[src/udlrc_pkg.sv]
// Constants and types shared by the up-down and latched run control block
//
// Summary of operation
// - Raising up-down enable while ramping stops the ramp and holds the present frequency.
// - With run and up-down enable active, the frequency rises while up is asserted.
// - Releasing up stops the rise and holds the frequency constant.
// - Releasing down stops the fall and holds the frequency constant.
// - Up and down asserted together hold constant speed.
// - At constant speed the frequency is stored on run drop, fault trip or power loss.
// - On run return, power return or fault recovery the stored frequency is resumed.
// - The clear input at constant speed erases the stored frequency and up-down setting.
// - In three-wire mode a momentary run input is latched after the button is released.
// - Three-wire command pulses shorter than 1 ms are not accepted as commands.
// - In three-wire mode forward and reverse active together stop operation.
// - Up and down are ignored and the normal reference followed unless up-down enable is on.
`default_nettype none
package udlrc_pkg;
   localparam int CLK_MHZ = 10;
   // Least pulse width accepted in three-wire mode, rounded up to cycles
   localparam int MIN_PULSE_US = 1000;
   localparam int MIN_PULSE_CYC = MIN_PULSE_US * CLK_MHZ;
   // Time between frequency steps while up or down is held, rounded down
   localparam int UD_STEP_US = 1000;
   localparam int UD_STEP_CYC = UD_STEP_US * CLK_MHZ;
   localparam int CNT_W = 16;
   localparam int FREQ_W = 16;
   localparam logic [FREQ_W-1:0] FREQ_MAX = 16'h4E20;
   localparam logic [FREQ_W-1:0] FREQ_STEP = 16'h0001;
   localparam logic [FREQ_W-1:0] FREQ_RST = 16'h0000;
   localparam logic [CNT_W-1:0] CNT_RST = 16'h0000;
   // Terminal function codes the configuration assigns
   localparam logic [7:0] FN_THREE_WIRE = 8'h0E;
   localparam logic [7:0] FN_UP = 8'h11;
   localparam logic [7:0] FN_DOWN = 8'h12;
   localparam logic [7:0] FN_UD_CLEAR = 8'h14;
   localparam logic [1:0] SRC_TWO_WIRE = 2'h1;

   typedef enum logic [1:0] {
      UDC_FOLLOW = 2'b00,
      UDC_HOLD = 2'b01,
      UDC_UP = 2'b10,
      UDC_DOWN = 2'b11
   } udlrc_mode_e;
endpackage : udlrc_pkg
`default_nettype wire

[src/udlrc_pulse_qual.sv]
// Minimum-width qualifier for one push-button input
`timescale 1ns/1ps
`default_nettype none
module udlrc_pulse_qual
   import udlrc_pkg::*;
#(
   parameter int MIN_CYCLES = MIN_PULSE_CYC
) (
   // Clock and reset
   input wire logic mclk_i,
   input wire logic rstn_i,
   // Raw and qualified level
   input wire logic sig_i,
   output logic qual_o
);
   typedef struct packed {
      logic [CNT_W-1:0] cnt;
      logic qual;
   } udlrc_qual_s;

   udlrc_qual_s st;
   udlrc_qual_s next_st;

   always_comb begin
      next_st = st;
      if (!sig_i) begin
         next_st.cnt = CNT_RST;
         next_st.qual = 1'b0;
      end else if (st.cnt < CNT_W'(MIN_CYCLES - 1)) begin
         next_st.cnt = st.cnt + 16'h0001;
      end else begin
         next_st.qual = 1'b1;
      end
   end

   always_ff @(posedge mclk_i or negedge rstn_i) begin
      if (!rstn_i) begin
         st <= '0;
      end else begin
         st <= next_st;
      end
   end

   assign qual_o = st.qual;

   a_short_pulse: assert property (@(posedge mclk_i) disable iff (!rstn_i)
      $rose(qual_o) |-> $past(sig_i) && st.cnt == CNT_W'(MIN_CYCLES - 1))
      else $error("qualified level rose before the least pulse width");
endmodule : udlrc_pulse_qual
`default_nettype wire

[src/udlrc_freq_store.sv]
// Saved up-down frequency word with its valid flag
`timescale 1ns/1ps
`default_nettype none
module udlrc_freq_store
   import udlrc_pkg::*;
(
   // Clock and reset
   input wire logic mclk_i,
   input wire logic rstn_i,
   // Save and erase
   input wire logic save_i,
   input wire logic clear_i,
   input wire logic [FREQ_W-1:0] data_i,
   // Stored word
   output logic [FREQ_W-1:0] data_o,
   output logic valid_o
);
   typedef struct packed {
      logic [FREQ_W-1:0] data;
      logic valid;
   } udlrc_store_s;

   udlrc_store_s st;
   udlrc_store_s next_st;

   always_comb begin
      next_st = st;
      // A save in the clearing cycle wins so a fresh value is not lost
      if (save_i) begin
         next_st.data = data_i;
         next_st.valid = 1'b1;
      end else if (clear_i) begin
         next_st.data = FREQ_RST;
         next_st.valid = 1'b0;
      end
   end

   always_ff @(posedge mclk_i or negedge rstn_i) begin
      if (!rstn_i) begin
         st <= '0;
      end else begin
         st <= next_st;
      end
   end

   assign data_o = st.data;
   assign valid_o = st.valid;

   a_save_wins: assert property (@(posedge mclk_i) disable iff (!rstn_i)
      save_i |=> valid_o && data_o == $past(data_i))
      else $error("saved frequency not stored");
endmodule : udlrc_freq_store
`default_nettype wire

[src/udlrc_top.sv]
// Up-down frequency adjustment and three-wire run latch
`timescale 1ns/1ps
`default_nettype none
module udlrc_top
   import udlrc_pkg::*;
#(
   parameter int MIN_PULSE_CYCLES = MIN_PULSE_CYC,
   parameter int UD_STEP_CYCLES = UD_STEP_CYC
) (
   // Clock and reset
   input wire logic mclk_i,
   input wire logic rstn_i,
   // Configuration
   input wire logic three_wire_mode_i,
   input wire logic save_enable_i,
   // Run terminals
   input wire logic forward_run_command_i,
   input wire logic reverse_run_command_i,
   input wire logic stop_button_n_i,
   // Up-down terminals
   input wire logic updown_enable_i,
   input wire logic up_i,
   input wire logic down_i,
   input wire logic ud_clear_i,
   // Drive state
   input wire logic fault_trip_i,
   input wire logic power_fail_i,
   input wire logic [FREQ_W-1:0] normal_freq_ref_i,
   input wire logic [FREQ_W-1:0] present_freq_i,
   // Run commands
   output logic run_forward_o,
   output logic run_reverse_o,
   // Frequency reference
   output logic [FREQ_W-1:0] freq_ref_o,
   output logic ramp_hold_o,
   output logic ud_active_o,
   // Saved frequency
   output logic [FREQ_W-1:0] saved_freq_o,
   output logic saved_valid_o
);
   typedef struct packed {
      udlrc_mode_e mode;
      logic [FREQ_W-1:0] freq;
      logic [CNT_W-1:0] step_cnt;
      logic fwd_latch;
      logic rev_latch;
      logic run_q;
      logic fault_q;
      logic pwr_q;
      logic ud_en_q;
      logic [FREQ_W-1:0] freq_ref;
      logic hold;
   } udlrc_state_s;

   udlrc_state_s st;
   udlrc_state_s next_st;

   logic [1:0] raw_cmd;
   logic [1:0] qual_cmd;
   logic run_now;
   logic save_now;
   logic clear_now;
   logic restore_now;
   logic step_tick;
   logic [FREQ_W-1:0] store_freq;
   logic store_valid;

   ////////////////////////////////////////////////////////////////////////////
   // Three-wire pulse qualification

   assign raw_cmd = {reverse_run_command_i, forward_run_command_i};

   for (genvar g = 0; g < 2; g++) begin : g_qual
      udlrc_pulse_qual #(
         .MIN_CYCLES(MIN_PULSE_CYCLES)
      ) u_qual (
         .mclk_i(mclk_i),
         .rstn_i(rstn_i),
         .sig_i(raw_cmd[g]),
         .qual_o(qual_cmd[g])
      );
   end

   ////////////////////////////////////////////////////////////////////////////
   // Saved frequency

   udlrc_freq_store u_store (
      .mclk_i(mclk_i),
      .rstn_i(rstn_i),
      .save_i(save_now),
      .clear_i(clear_now),
      .data_i(st.freq),
      .data_o(store_freq),
      .valid_o(store_valid)
   );

   function automatic logic [FREQ_W-1:0] step_up(input logic [FREQ_W-1:0] f);
      step_up = (f >= FREQ_MAX - FREQ_STEP) ? FREQ_MAX : f + FREQ_STEP;
   endfunction : step_up

   function automatic logic [FREQ_W-1:0] step_down(input logic [FREQ_W-1:0] f);
      step_down = (f <= FREQ_STEP) ? FREQ_RST : f - FREQ_STEP;
   endfunction : step_down

   ////////////////////////////////////////////////////////////////////////////
   // Next state

   always_comb begin
      next_st = st;
      if (three_wire_mode_i) begin
         if (!stop_button_n_i || (qual_cmd[0] && qual_cmd[1])) begin
            next_st.fwd_latch = 1'b0;
            next_st.rev_latch = 1'b0;
         end else if (qual_cmd[0]) begin
            next_st.fwd_latch = 1'b1;
            next_st.rev_latch = 1'b0;
         end else if (qual_cmd[1]) begin
            next_st.fwd_latch = 1'b0;
            next_st.rev_latch = 1'b1;
         end
      end else begin
         // Two-wire mode refuses both directions at once rather than pick one
         next_st.fwd_latch = forward_run_command_i && !reverse_run_command_i;
         next_st.rev_latch = reverse_run_command_i && !forward_run_command_i;
      end
      run_now = next_st.fwd_latch || next_st.rev_latch;
      next_st.run_q = run_now;
      next_st.fault_q = fault_trip_i;
      next_st.pwr_q = power_fail_i;
      next_st.ud_en_q = updown_enable_i;

      // store on stop, trip or power loss
      save_now = save_enable_i && st.mode == UDC_HOLD &&
                 ((st.run_q && !run_now) || (fault_trip_i && !st.fault_q) ||
                  (power_fail_i && !st.pwr_q));
      clear_now = ud_clear_i && st.mode == UDC_HOLD && run_now;
      restore_now = store_valid && updown_enable_i && st.ud_en_q &&
                    ((run_now && !st.run_q) || (!fault_trip_i && st.fault_q) ||
                     (!power_fail_i && st.pwr_q));
      step_tick = st.step_cnt == CNT_W'(UD_STEP_CYCLES - 1);

      if (st.mode == UDC_UP || st.mode == UDC_DOWN) begin
         next_st.step_cnt = step_tick ? CNT_RST : st.step_cnt + 16'h0001;
      end else begin
         next_st.step_cnt = CNT_RST;
      end

      if (!updown_enable_i) begin
         next_st.mode = UDC_FOLLOW;
         next_st.freq = normal_freq_ref_i;
      // freeze the ramp where it stands
      end else if (!st.ud_en_q) begin
         next_st.mode = UDC_HOLD;
         next_st.freq = present_freq_i;
      end else if (clear_now) begin
         next_st.mode = UDC_HOLD;
         next_st.freq = FREQ_RST;
      end else if (restore_now) begin
         next_st.mode = UDC_HOLD;
         next_st.freq = store_freq;
      end else if (!run_now) begin
         next_st.mode = UDC_HOLD;
      end else begin
         case ({up_i, down_i})
            2'b10: begin
               next_st.mode = UDC_UP;
               if (st.mode == UDC_UP && step_tick) begin
                  next_st.freq = step_up(st.freq);
               end
            end
            2'b01: begin
               next_st.mode = UDC_DOWN;
               if (st.mode == UDC_DOWN && step_tick) begin
                  next_st.freq = step_down(st.freq);
               end
            end
            2'b00, 2'b11: begin
               next_st.mode = UDC_HOLD;
            end
            default: begin
               next_st.mode = UDC_HOLD;
            end
         endcase
      end

      next_st.freq_ref = next_st.freq;
      next_st.hold = next_st.mode == UDC_HOLD;
   end

   always_ff @(posedge mclk_i or negedge rstn_i) begin
      if (!rstn_i) begin
         st <= '0;
      end else begin
         st <= next_st;
      end
   end

   ////////////////////////////////////////////////////////////////////////////
   // Outputs

   assign run_forward_o = st.fwd_latch;
   assign run_reverse_o = st.rev_latch;
   assign freq_ref_o = st.freq_ref;
   assign ramp_hold_o = st.hold;
   assign ud_active_o = st.ud_en_q;
   assign saved_freq_o = store_freq;
   assign saved_valid_o = store_valid;

   ////////////////////////////////////////////////////////////////////////////
   // Checks

   a_follow_normal: assert property (@(posedge mclk_i) disable iff (!rstn_i)
      !updown_enable_i |=> freq_ref_o == $past(normal_freq_ref_i) && !ramp_hold_o)
      else $error("reference did not follow normal source");

   a_enable_freeze: assert property (@(posedge mclk_i) disable iff (!rstn_i)
      updown_enable_i && !st.ud_en_q |=> ramp_hold_o && freq_ref_o == $past(present_freq_i))
      else $error("ramp not frozen on up-down enable");

   a_up_raises: assert property (@(posedge mclk_i) disable iff (!rstn_i)
      st.mode == UDC_UP && step_tick && up_i && !down_i && run_now && st.ud_en_q &&
      updown_enable_i && !restore_now && st.freq < FREQ_MAX - FREQ_STEP
      |=> freq_ref_o == $past(st.freq) + FREQ_STEP)
      else $error("frequency did not rise by one step");

   a_up_clamp: assert property (@(posedge mclk_i) disable iff (!rstn_i)
      st.mode == UDC_UP && step_tick && up_i && !down_i && run_now && st.ud_en_q &&
      updown_enable_i && !restore_now && st.freq >= FREQ_MAX - FREQ_STEP
      |=> freq_ref_o == FREQ_MAX)
      else $error("frequency not clamped at the top");

   a_up_release: assert property (@(posedge mclk_i) disable iff (!rstn_i)
      st.mode == UDC_UP && !up_i && !down_i && updown_enable_i && !restore_now
      |=> ramp_hold_o && freq_ref_o == $past(st.freq))
      else $error("frequency not held after up release");

   a_down_lowers: assert property (@(posedge mclk_i) disable iff (!rstn_i)
      st.mode == UDC_DOWN && step_tick && down_i && !up_i && run_now && st.ud_en_q &&
      updown_enable_i && !restore_now && st.freq > FREQ_STEP
      |=> freq_ref_o == $past(st.freq) - FREQ_STEP)
      else $error("frequency did not fall by one step");

   a_down_clamp: assert property (@(posedge mclk_i) disable iff (!rstn_i)
      st.mode == UDC_DOWN && step_tick && down_i && !up_i && run_now && st.ud_en_q &&
      updown_enable_i && !restore_now && st.freq <= FREQ_STEP
      |=> freq_ref_o == FREQ_RST)
      else $error("frequency not clamped at zero");

   a_down_release: assert property (@(posedge mclk_i) disable iff (!rstn_i)
      st.mode == UDC_DOWN && !down_i && !up_i && updown_enable_i && !restore_now
      |=> ramp_hold_o && freq_ref_o == $past(st.freq))
      else $error("frequency not held after down release");

   a_both_hold: assert property (@(posedge mclk_i) disable iff (!rstn_i)
      (up_i && down_i && updown_enable_i && st.ud_en_q) [*2]
      |-> ramp_hold_o && $stable(freq_ref_o))
      else $error("up and down together changed speed");

   a_store_freq: assert property (@(posedge mclk_i) disable iff (!rstn_i)
      save_enable_i && st.mode == UDC_HOLD && st.run_q && !run_now
      |=> saved_valid_o && saved_freq_o == $past(st.freq))
      else $error("frequency not saved on run drop");

   a_resume_freq: assert property (@(posedge mclk_i) disable iff (!rstn_i)
      restore_now && !clear_now |=> freq_ref_o == $past(store_freq))
      else $error("stored frequency not resumed");

   a_clear_erase: assert property (@(posedge mclk_i) disable iff (!rstn_i)
      clear_now && !save_now && updown_enable_i && st.ud_en_q
      |=> !saved_valid_o && freq_ref_o == FREQ_RST)
      else $error("clear did not erase the stored frequency");

   ////////////////////////////////////////////////////////////////////////////
   // Run latch checks

   a_latch_run: assert property (@(posedge mclk_i) disable iff (!rstn_i)
      three_wire_mode_i && st.fwd_latch && stop_button_n_i && !qual_cmd[1]
      |=> run_forward_o)
      else $error("latched run dropped without stop");

   a_latch_rev: assert property (@(posedge mclk_i) disable iff (!rstn_i)
      three_wire_mode_i && st.rev_latch && stop_button_n_i && !qual_cmd[0]
      |=> run_reverse_o)
      else $error("latched reverse run dropped without stop");

   a_two_wire_follow: assert property (@(posedge mclk_i) disable iff (!rstn_i)
      !three_wire_mode_i |=>
      run_forward_o == $past(forward_run_command_i && !reverse_run_command_i) &&
      run_reverse_o == $past(reverse_run_command_i && !forward_run_command_i))
      else $error("two-wire run did not follow the terminals");

   a_fwd_pulse_width: assert property (@(posedge mclk_i) disable iff (!rstn_i)
      $rose(run_forward_o) && $past(three_wire_mode_i) |-> $past(qual_cmd[0]))
      else $error("forward run latched from an unqualified press");

   a_rev_pulse_width: assert property (@(posedge mclk_i) disable iff (!rstn_i)
      $rose(run_reverse_o) && $past(three_wire_mode_i) |-> $past(qual_cmd[1]))
      else $error("reverse run latched from an unqualified press");

   a_both_stop: assert property (@(posedge mclk_i) disable iff (!rstn_i)
      three_wire_mode_i && qual_cmd[0] && qual_cmd[1] |=> !run_forward_o && !run_reverse_o)
      else $error("run kept with both directions active");

   a_stop_clears: assert property (@(posedge mclk_i) disable iff (!rstn_i)
      three_wire_mode_i && !stop_button_n_i |=> !run_forward_o && !run_reverse_o)
      else $error("run kept while stop pressed");
endmodule : udlrc_top
`default_nettype wire

[config.mk]
export PLATFORM = sky130hd
export DESIGN_NAME = udlrc_top
export DESIGN_NICKNAME = d
export VERILOG_FILES = /design/src/udlrc_pkg.sv /design/src/udlrc_pulse_qual.sv /design/src/udlrc_freq_store.sv /design/src/udlrc_top.sv
export SDC_FILE = /design/constraint.sdc
export NUM_CORES = 1
export LEC_CHECK = 0
export ABC_AREA = 0
export BUFFER_PORTS_ARGS = -buffer_cell sky130_fd_sc_hd__buf_2
export CAP_MARGIN = 25
export CORE_ASPECT_RATIO = 0.6
export CORE_MARGIN = 2
export CORE_UTILIZATION = 55
export CTS_CLUSTER_DIAMETER = 80
export DETAILED_ROUTE_END_ITERATION = 8
export HOLD_SLACK_MARGIN = 0.05
export PLACE_DENSITY = 0.77
export RECOVER_POWER = 100
export SLEW_MARGIN = 20
export SYNTH_ARGS = -nofsm -noshare
export SYNTH_HDL_FRONTEND = slang
export SYNTH_SLANG_ARGS = --single-unit
[constraint.sdc]
create_clock -name mclk_i -period 2.8 [get_ports mclk_i]
set_input_delay 0 -clock mclk_i [delete_from_list [all_inputs] [get_ports mclk_i]]
set_output_delay 0 -clock mclk_i [all_outputs]
set_load 0.01 [all_outputs]
[Yosys cells after proc, flatten, opt, wreduce, memory -nomap -nowiden]
Index checks and enable logic that the tools add are counted.
Cells by class
  equality and inequality tests: 16
  $add $sub $neg: 5
  reductions and logical operators: 38
  mux-type cells: 26
  order comparisons: 4
Operators with widths (count)
  2-to-1 mux 16 bit: 9
  2-to-1 mux 18 bit: 4
  2-to-1 mux 17 bit: 4
  adder 16 x 1 -> 16 bit (second input constant): 4
  less-than comparator 16 x 14 -> 1 bit (second input constant): 2
  case mux 16 bit (2 select lines): 1
  logical AND 1 bit: 18
  == test 16 x 14 -> 1 bit (second input constant): 1
  greater-or-equal comparator 16 x 15 -> 1 bit (second input constant): 1
  <= comparator 16 x 1 -> 1 bit (second input constant): 1
  subtractor 16 x 1 -> 16 bit (second input constant): 1
  inequality test 6 bit (second input constant): 2
  2-to-1 mux 2 bit: 5
  logical NOT 1 bit: 9
  == test 2 bit (second input constant): 4
  logical OR 1 bit: 7
  == test 2 x 1 -> 1 bit (second input constant): 3
  inequality test 6 x 2 -> 1 bit (second input constant): 1
  case mux 2 bit (3 select lines): 1
  inequality test 5 x 2 -> 1 bit (second input constant): 1
  inequality test 2 x 1 -> 1 bit (second input constant): 2
  inequality test 2 bit (second input constant): 2
  AND reduction 4 bit: 1
  logical NOT 2 bit: 1
  other kinds (3): 4
Storage, ports and cells
  logic and storage cells: 105
  register bits: 92
  bits of input ports: 45

[Logic depth before layout (Yosys ltp)]
  depth after elaboration: 14
  depth in mapped cells: 11
  depth with buffers taken out: 8

[Hierarchy]
From an unflattened synthesis, not the netlist that was laid out.
Second synthesis, totals
  cell total of the unflattened synthesis: 599
  area, all modules: 5540.3 um^2
Modules (own cells, without submodules)
  udlrc_top: seq. area each 1026.0 um^2, area each 3158.0 um^2, cells an instance 376, times used 1
  udlrc_pulse_qual: seq. area each 425.4 um^2, area each 874.6 um^2, cells an instance 92, times used 2
  udlrc_freq_store: seq. area each 425.4 um^2, area each 633.1 um^2, cells an instance 39, times used 1

[Least setup slack after synthesis]
Ideal clock, no wire load.
  kind: flip-flop to flip-flop
  from: register freq_ref_o[8] (netlist name)
  to: register st, in the netlist freq_ref_o[2]
  arrival: 2.381 ns
  stages on the path, launching flop included: 8
  period minus slack after synthesis: 2.514 ns
  data required time: 2.667 ns
  library setup time: 0.133 ns
  buffers on the path: 1
  path slack: 0.286 ns
  cells stage by stage: dfrtp_1 > buf_6 > or4_4 > or4_1 > a311o_1 > o2111ai_1 > a41o_1 > o21ai_1
RTL lines
  end signal: assignment: RTL line udlrc_top.sv:194  | st <= next_st;
  end: declaration: RTL line udlrc_top.sv:55  | udlrc_state_s st;

==> results.sh <==
export IMPL_fin_crit_sh=0.984
export IMPL_hpwl_microns=12400
export IMPL_p_per_area_nw_per_um2=576
export IMPL_grt_max_degree=46
export IMPL_layout_commonest_cell="dfrtp_1"
export IMPL_grt_pass1_wl_microns=27300
export IMPL_clock_path_buffers=2
export IMPL_arrival_ns=2.93
export IMPL_clkTransAtPathRegs_ns=0.07
export IMPL_relSlewSlack=-0.0240
export IMPL_synth_cell_types=68
export IMPL_power_total_mw=3.85
export IMPL_rows=28
export IMPL_power_leakage_nw=2.83
export IMPL_r2r_start="g_qual[1].u_qual.qual_o"
export IMPL_gp_congestion=0.970
export IMPL_final_max_slew_viol_count=37
export IMPL_synth_cell_area_sq_um=5630
export IMPL_gr_usage_all_layers=0.318
export IMPL_path_buf_inv=2
export IMPL_synth_ff_type="dfrtp_1"
export IMPL_initial_core_util=0.568
export IMPL_critPathKind="flop to flop"
export IMPL_vias_per_cell=6.15
export IMPL_synth_edf_count=0
export IMPL_final_setup_tns_ns=0
export IMPL_worst_slack_ns=0.0455
export IMPL_drive_gt1_frac=0.137
export IMPL_setup_violations=0
export IMPL_violations="capacitance limit, slew limit"
export IMPL_antenna_left=0
export IMPL_stdcell_area_sq_um=6690
export IMPL_antenna_cells=0
export IMPL_dr_pass1_iters=6
export IMPL_critPathLaunch="g_qual[1].u_qual.qual_o"
export IMPL_worstSetupEndpoint="freq_ref_o[12]"
export IMPL_ys_ff_latch=92
export IMPL_syn_inst=669
export IMPL_finalHoldViolCount=0
export IMPL_placed_cell_area_sq_um=6230
export IMPL_avgSynthCellArea_sq_um=8.42
export IMPL_core_area_sq_um=9910
export IMPL_reg2regPathDepth=8
export IMPL_status="finished with violations"
export IMPL_drt_iter0_markers=538
export IMPL_cts_sinks=92
export IMPL_synth_fp_nets=722
export IMPL_worst_slew_pin_slew_ns=1.54
export IMPL_critical_path_depth=8
export IMPL_crit_required_ns=2.98
export IMPL_numCtsBuffers=9
export IMPL_dieArea_sq_um=11100
export IMPL_fin_cells=908
export IMPL_totalWireLength_microns=17000
export IMPL_critPathCaptureType="flop"
export IMPL_synth_seq_area_share=0.409
export IMPL_hold_path_class="input pin to flop"
export IMPL_crit_slowest_cell="a211oi_1"
export IMPL_yosysWarnings=0
export IMPL_placed_cells=868
export IMPL_gr_total_overflow=0
export IMPL_die_x_microns=135
export IMPL_cp_max_fo=11
export IMPL_layout_area_overhead_vs_synth_pct=18.7
export IMPL_place_ws_ns=0.173
export IMPL_avgRoutedWirePerCell_microns=18.7
export IMPL_rsz0062_at_grt="false"
export IMPL_num_fill_cells=854
export IMPL_cts_tree="done"
export IMPL_port_buffers=81
export IMPL_drv_cap=1
export IMPL_cts_root_buf="clkbuf_16"
export IMPL_cts_max_level=3
export IMPL_whs_ns=0.0814
export IMPL_final_util=0.674
export IMPL_vias=5585
export IMPL_r2r_setup_slack_ns=0.05
export IMPL_io_pins=82
export IMPL_finalNetCount=821
export IMPL_r2r_end="freq_ref_o[12]"
export IMPL_die_height_microns=82.4
export IMPL_grt_pass1_vias=5219
export IMPL_async_flop_share=1.00
export IMPL_start_kind="flop"
export IMPL_finalCriticalPeriod_ns=2.75
export IMPL_fin_skew_ns=0.00861
export IMPL_antenna_found_initial=0
export IMPL_cp_top_family="compound AO/OA/AOI/OAI gates"
export IMPL_drc=0
export IMPL_clkLatencyLatePin_ns=0.34
export IMPL_max_stage_delay_ns=0.53
export IMPL_layout_common_cells="dfrtp_1 (92), nand2_1 (81), nor2_1 (54), buf_2 (54), o21ai_0 (52)"
export IMPL_fmax_mhz=363
export IMPL_ir_drop_mv=0.367
export IMPL_cp_cell_sequence="nor4_1 -> o32a_1 -> clkinv_1 -> o21ai_1 -> nor2_1 -> clkbuf_4 -> a211oi_1 -> a221oi_1"
state kept, by name, summed over array words and instances, names as in the netlist:
signal and cells:
st 21, u_store.data_o 16, u_store.valid_o 1, freq_ref_o 16
ramp_hold_o 1, g_qual.u_qual.st 32, g_qual.u_qual.qual_o 2, run_forward_o 1
run_reverse_o 1, ud_active_o 1
worst min-delay path by stage:
stage	from	endpoint	cells past startpoint
after floorplan	rstn_i	freq_ref_o[0]	0
after global placement	rstn_i	g_qual[0].u_qual.st[9]	1
after detailed placement	rstn_i	g_qual[0].u_qual.st[9]	1
after CTS	ud_clear_i	st[56]	3
after global routing	ud_clear_i	st[56]	3
final	present_freq_i[6]	freq_ref_o[6]	5
synthesized netlist by cell type, drive strengths merged, types with 5 or more instances:
cell / number / area, sq um
o21a: 11 / 82.6
o21ai: 56 / 284
nand2: 81 / 304
inv: 38 / 143
buf: 23 / 160
nor3: 14 / 70.1
and3: 6 / 37.5
a211oi: 11 / 87.6
nor2: 54 / 203
nor4: 12 / 75.1
ha: 8 / 100
or4: 5 / 41.3
a221oi: 10 / 87.6
and2: 17 / 106
o31ai: 13 / 108
nand4: 15 / 93.8
xor2: 11 / 96.3
a21oi: 25 / 125
o211ai: 6 / 45.0
nand3: 27 / 135
or2: 6 / 37.5
xnor2: 21 / 184
clkbuf: 32 / 121
dfrtp: 92 / 2300
or3: 18 / 113
final cells by class:
cell class | instances | area (sq um) | share of cell area
Tap cell | 135 | 169 | 0.0253
Clock buffer | 10 | 239 | 0.0357
Clock inverter | 6 | 76.3 | 0.0114
Multi-Input combinational cell | 483 | 2930 | 0.438
Sequential cell | 92 | 2300 | 0.344
Inverter | 39 | 146 | 0.0219
Timing Repair Buffer | 143 | 825 | 0.123
kinds of logic after synthesis:
family	count (synthesis)	share of synthesized area
and+or+nand+nor	270	0.239
AOI/OAI and AO/OA	173	0.209
buffers and inverters	94	0.0760
DFF	92	0.409
xor gates and xnor gates	32	0.0498
adders and majority gates	8	0.0178
worst reg2reg max path, delay by kind of cell (launching register included):
kind / cells / cell delay [ns]
buffers and inverters: 2 / 0.45
DFF: 1 / 0.42
AOI/OAI and AO/OA: 4 / 1.35
and+or+nand+nor: 2 / 0.36
power by group:
| group | internal (mW) | total, mW | switching, mW |
|---|---|---|---|
| Clock | 0.737 | 1.30 | 0.564 |
| Sequential | 1.45 | 1.57 | 0.125 |
| Combinational | 0.354 | 0.978 | 0.625 |
| Total | 2.54 | 3.85 | 1.31 |
layer usage:
metal	GRT usage	part of all wire	vias up
li1	-	-	2582
met1	0.467	0.46	2685
met2	0.478	0.42	287
met3	0.0836	0.10	31
met4	0.0589	0.012	0
met5	0	0	-
what timing repair did:
action,CTS,global route
buffers inserted,0,0
endpoints found under the hold margin,68,0
hold buffers,24,0
gates resized for setup,0,3
endpoints found under the setup margin,0,3
Power figures use the tool's default switching activity.
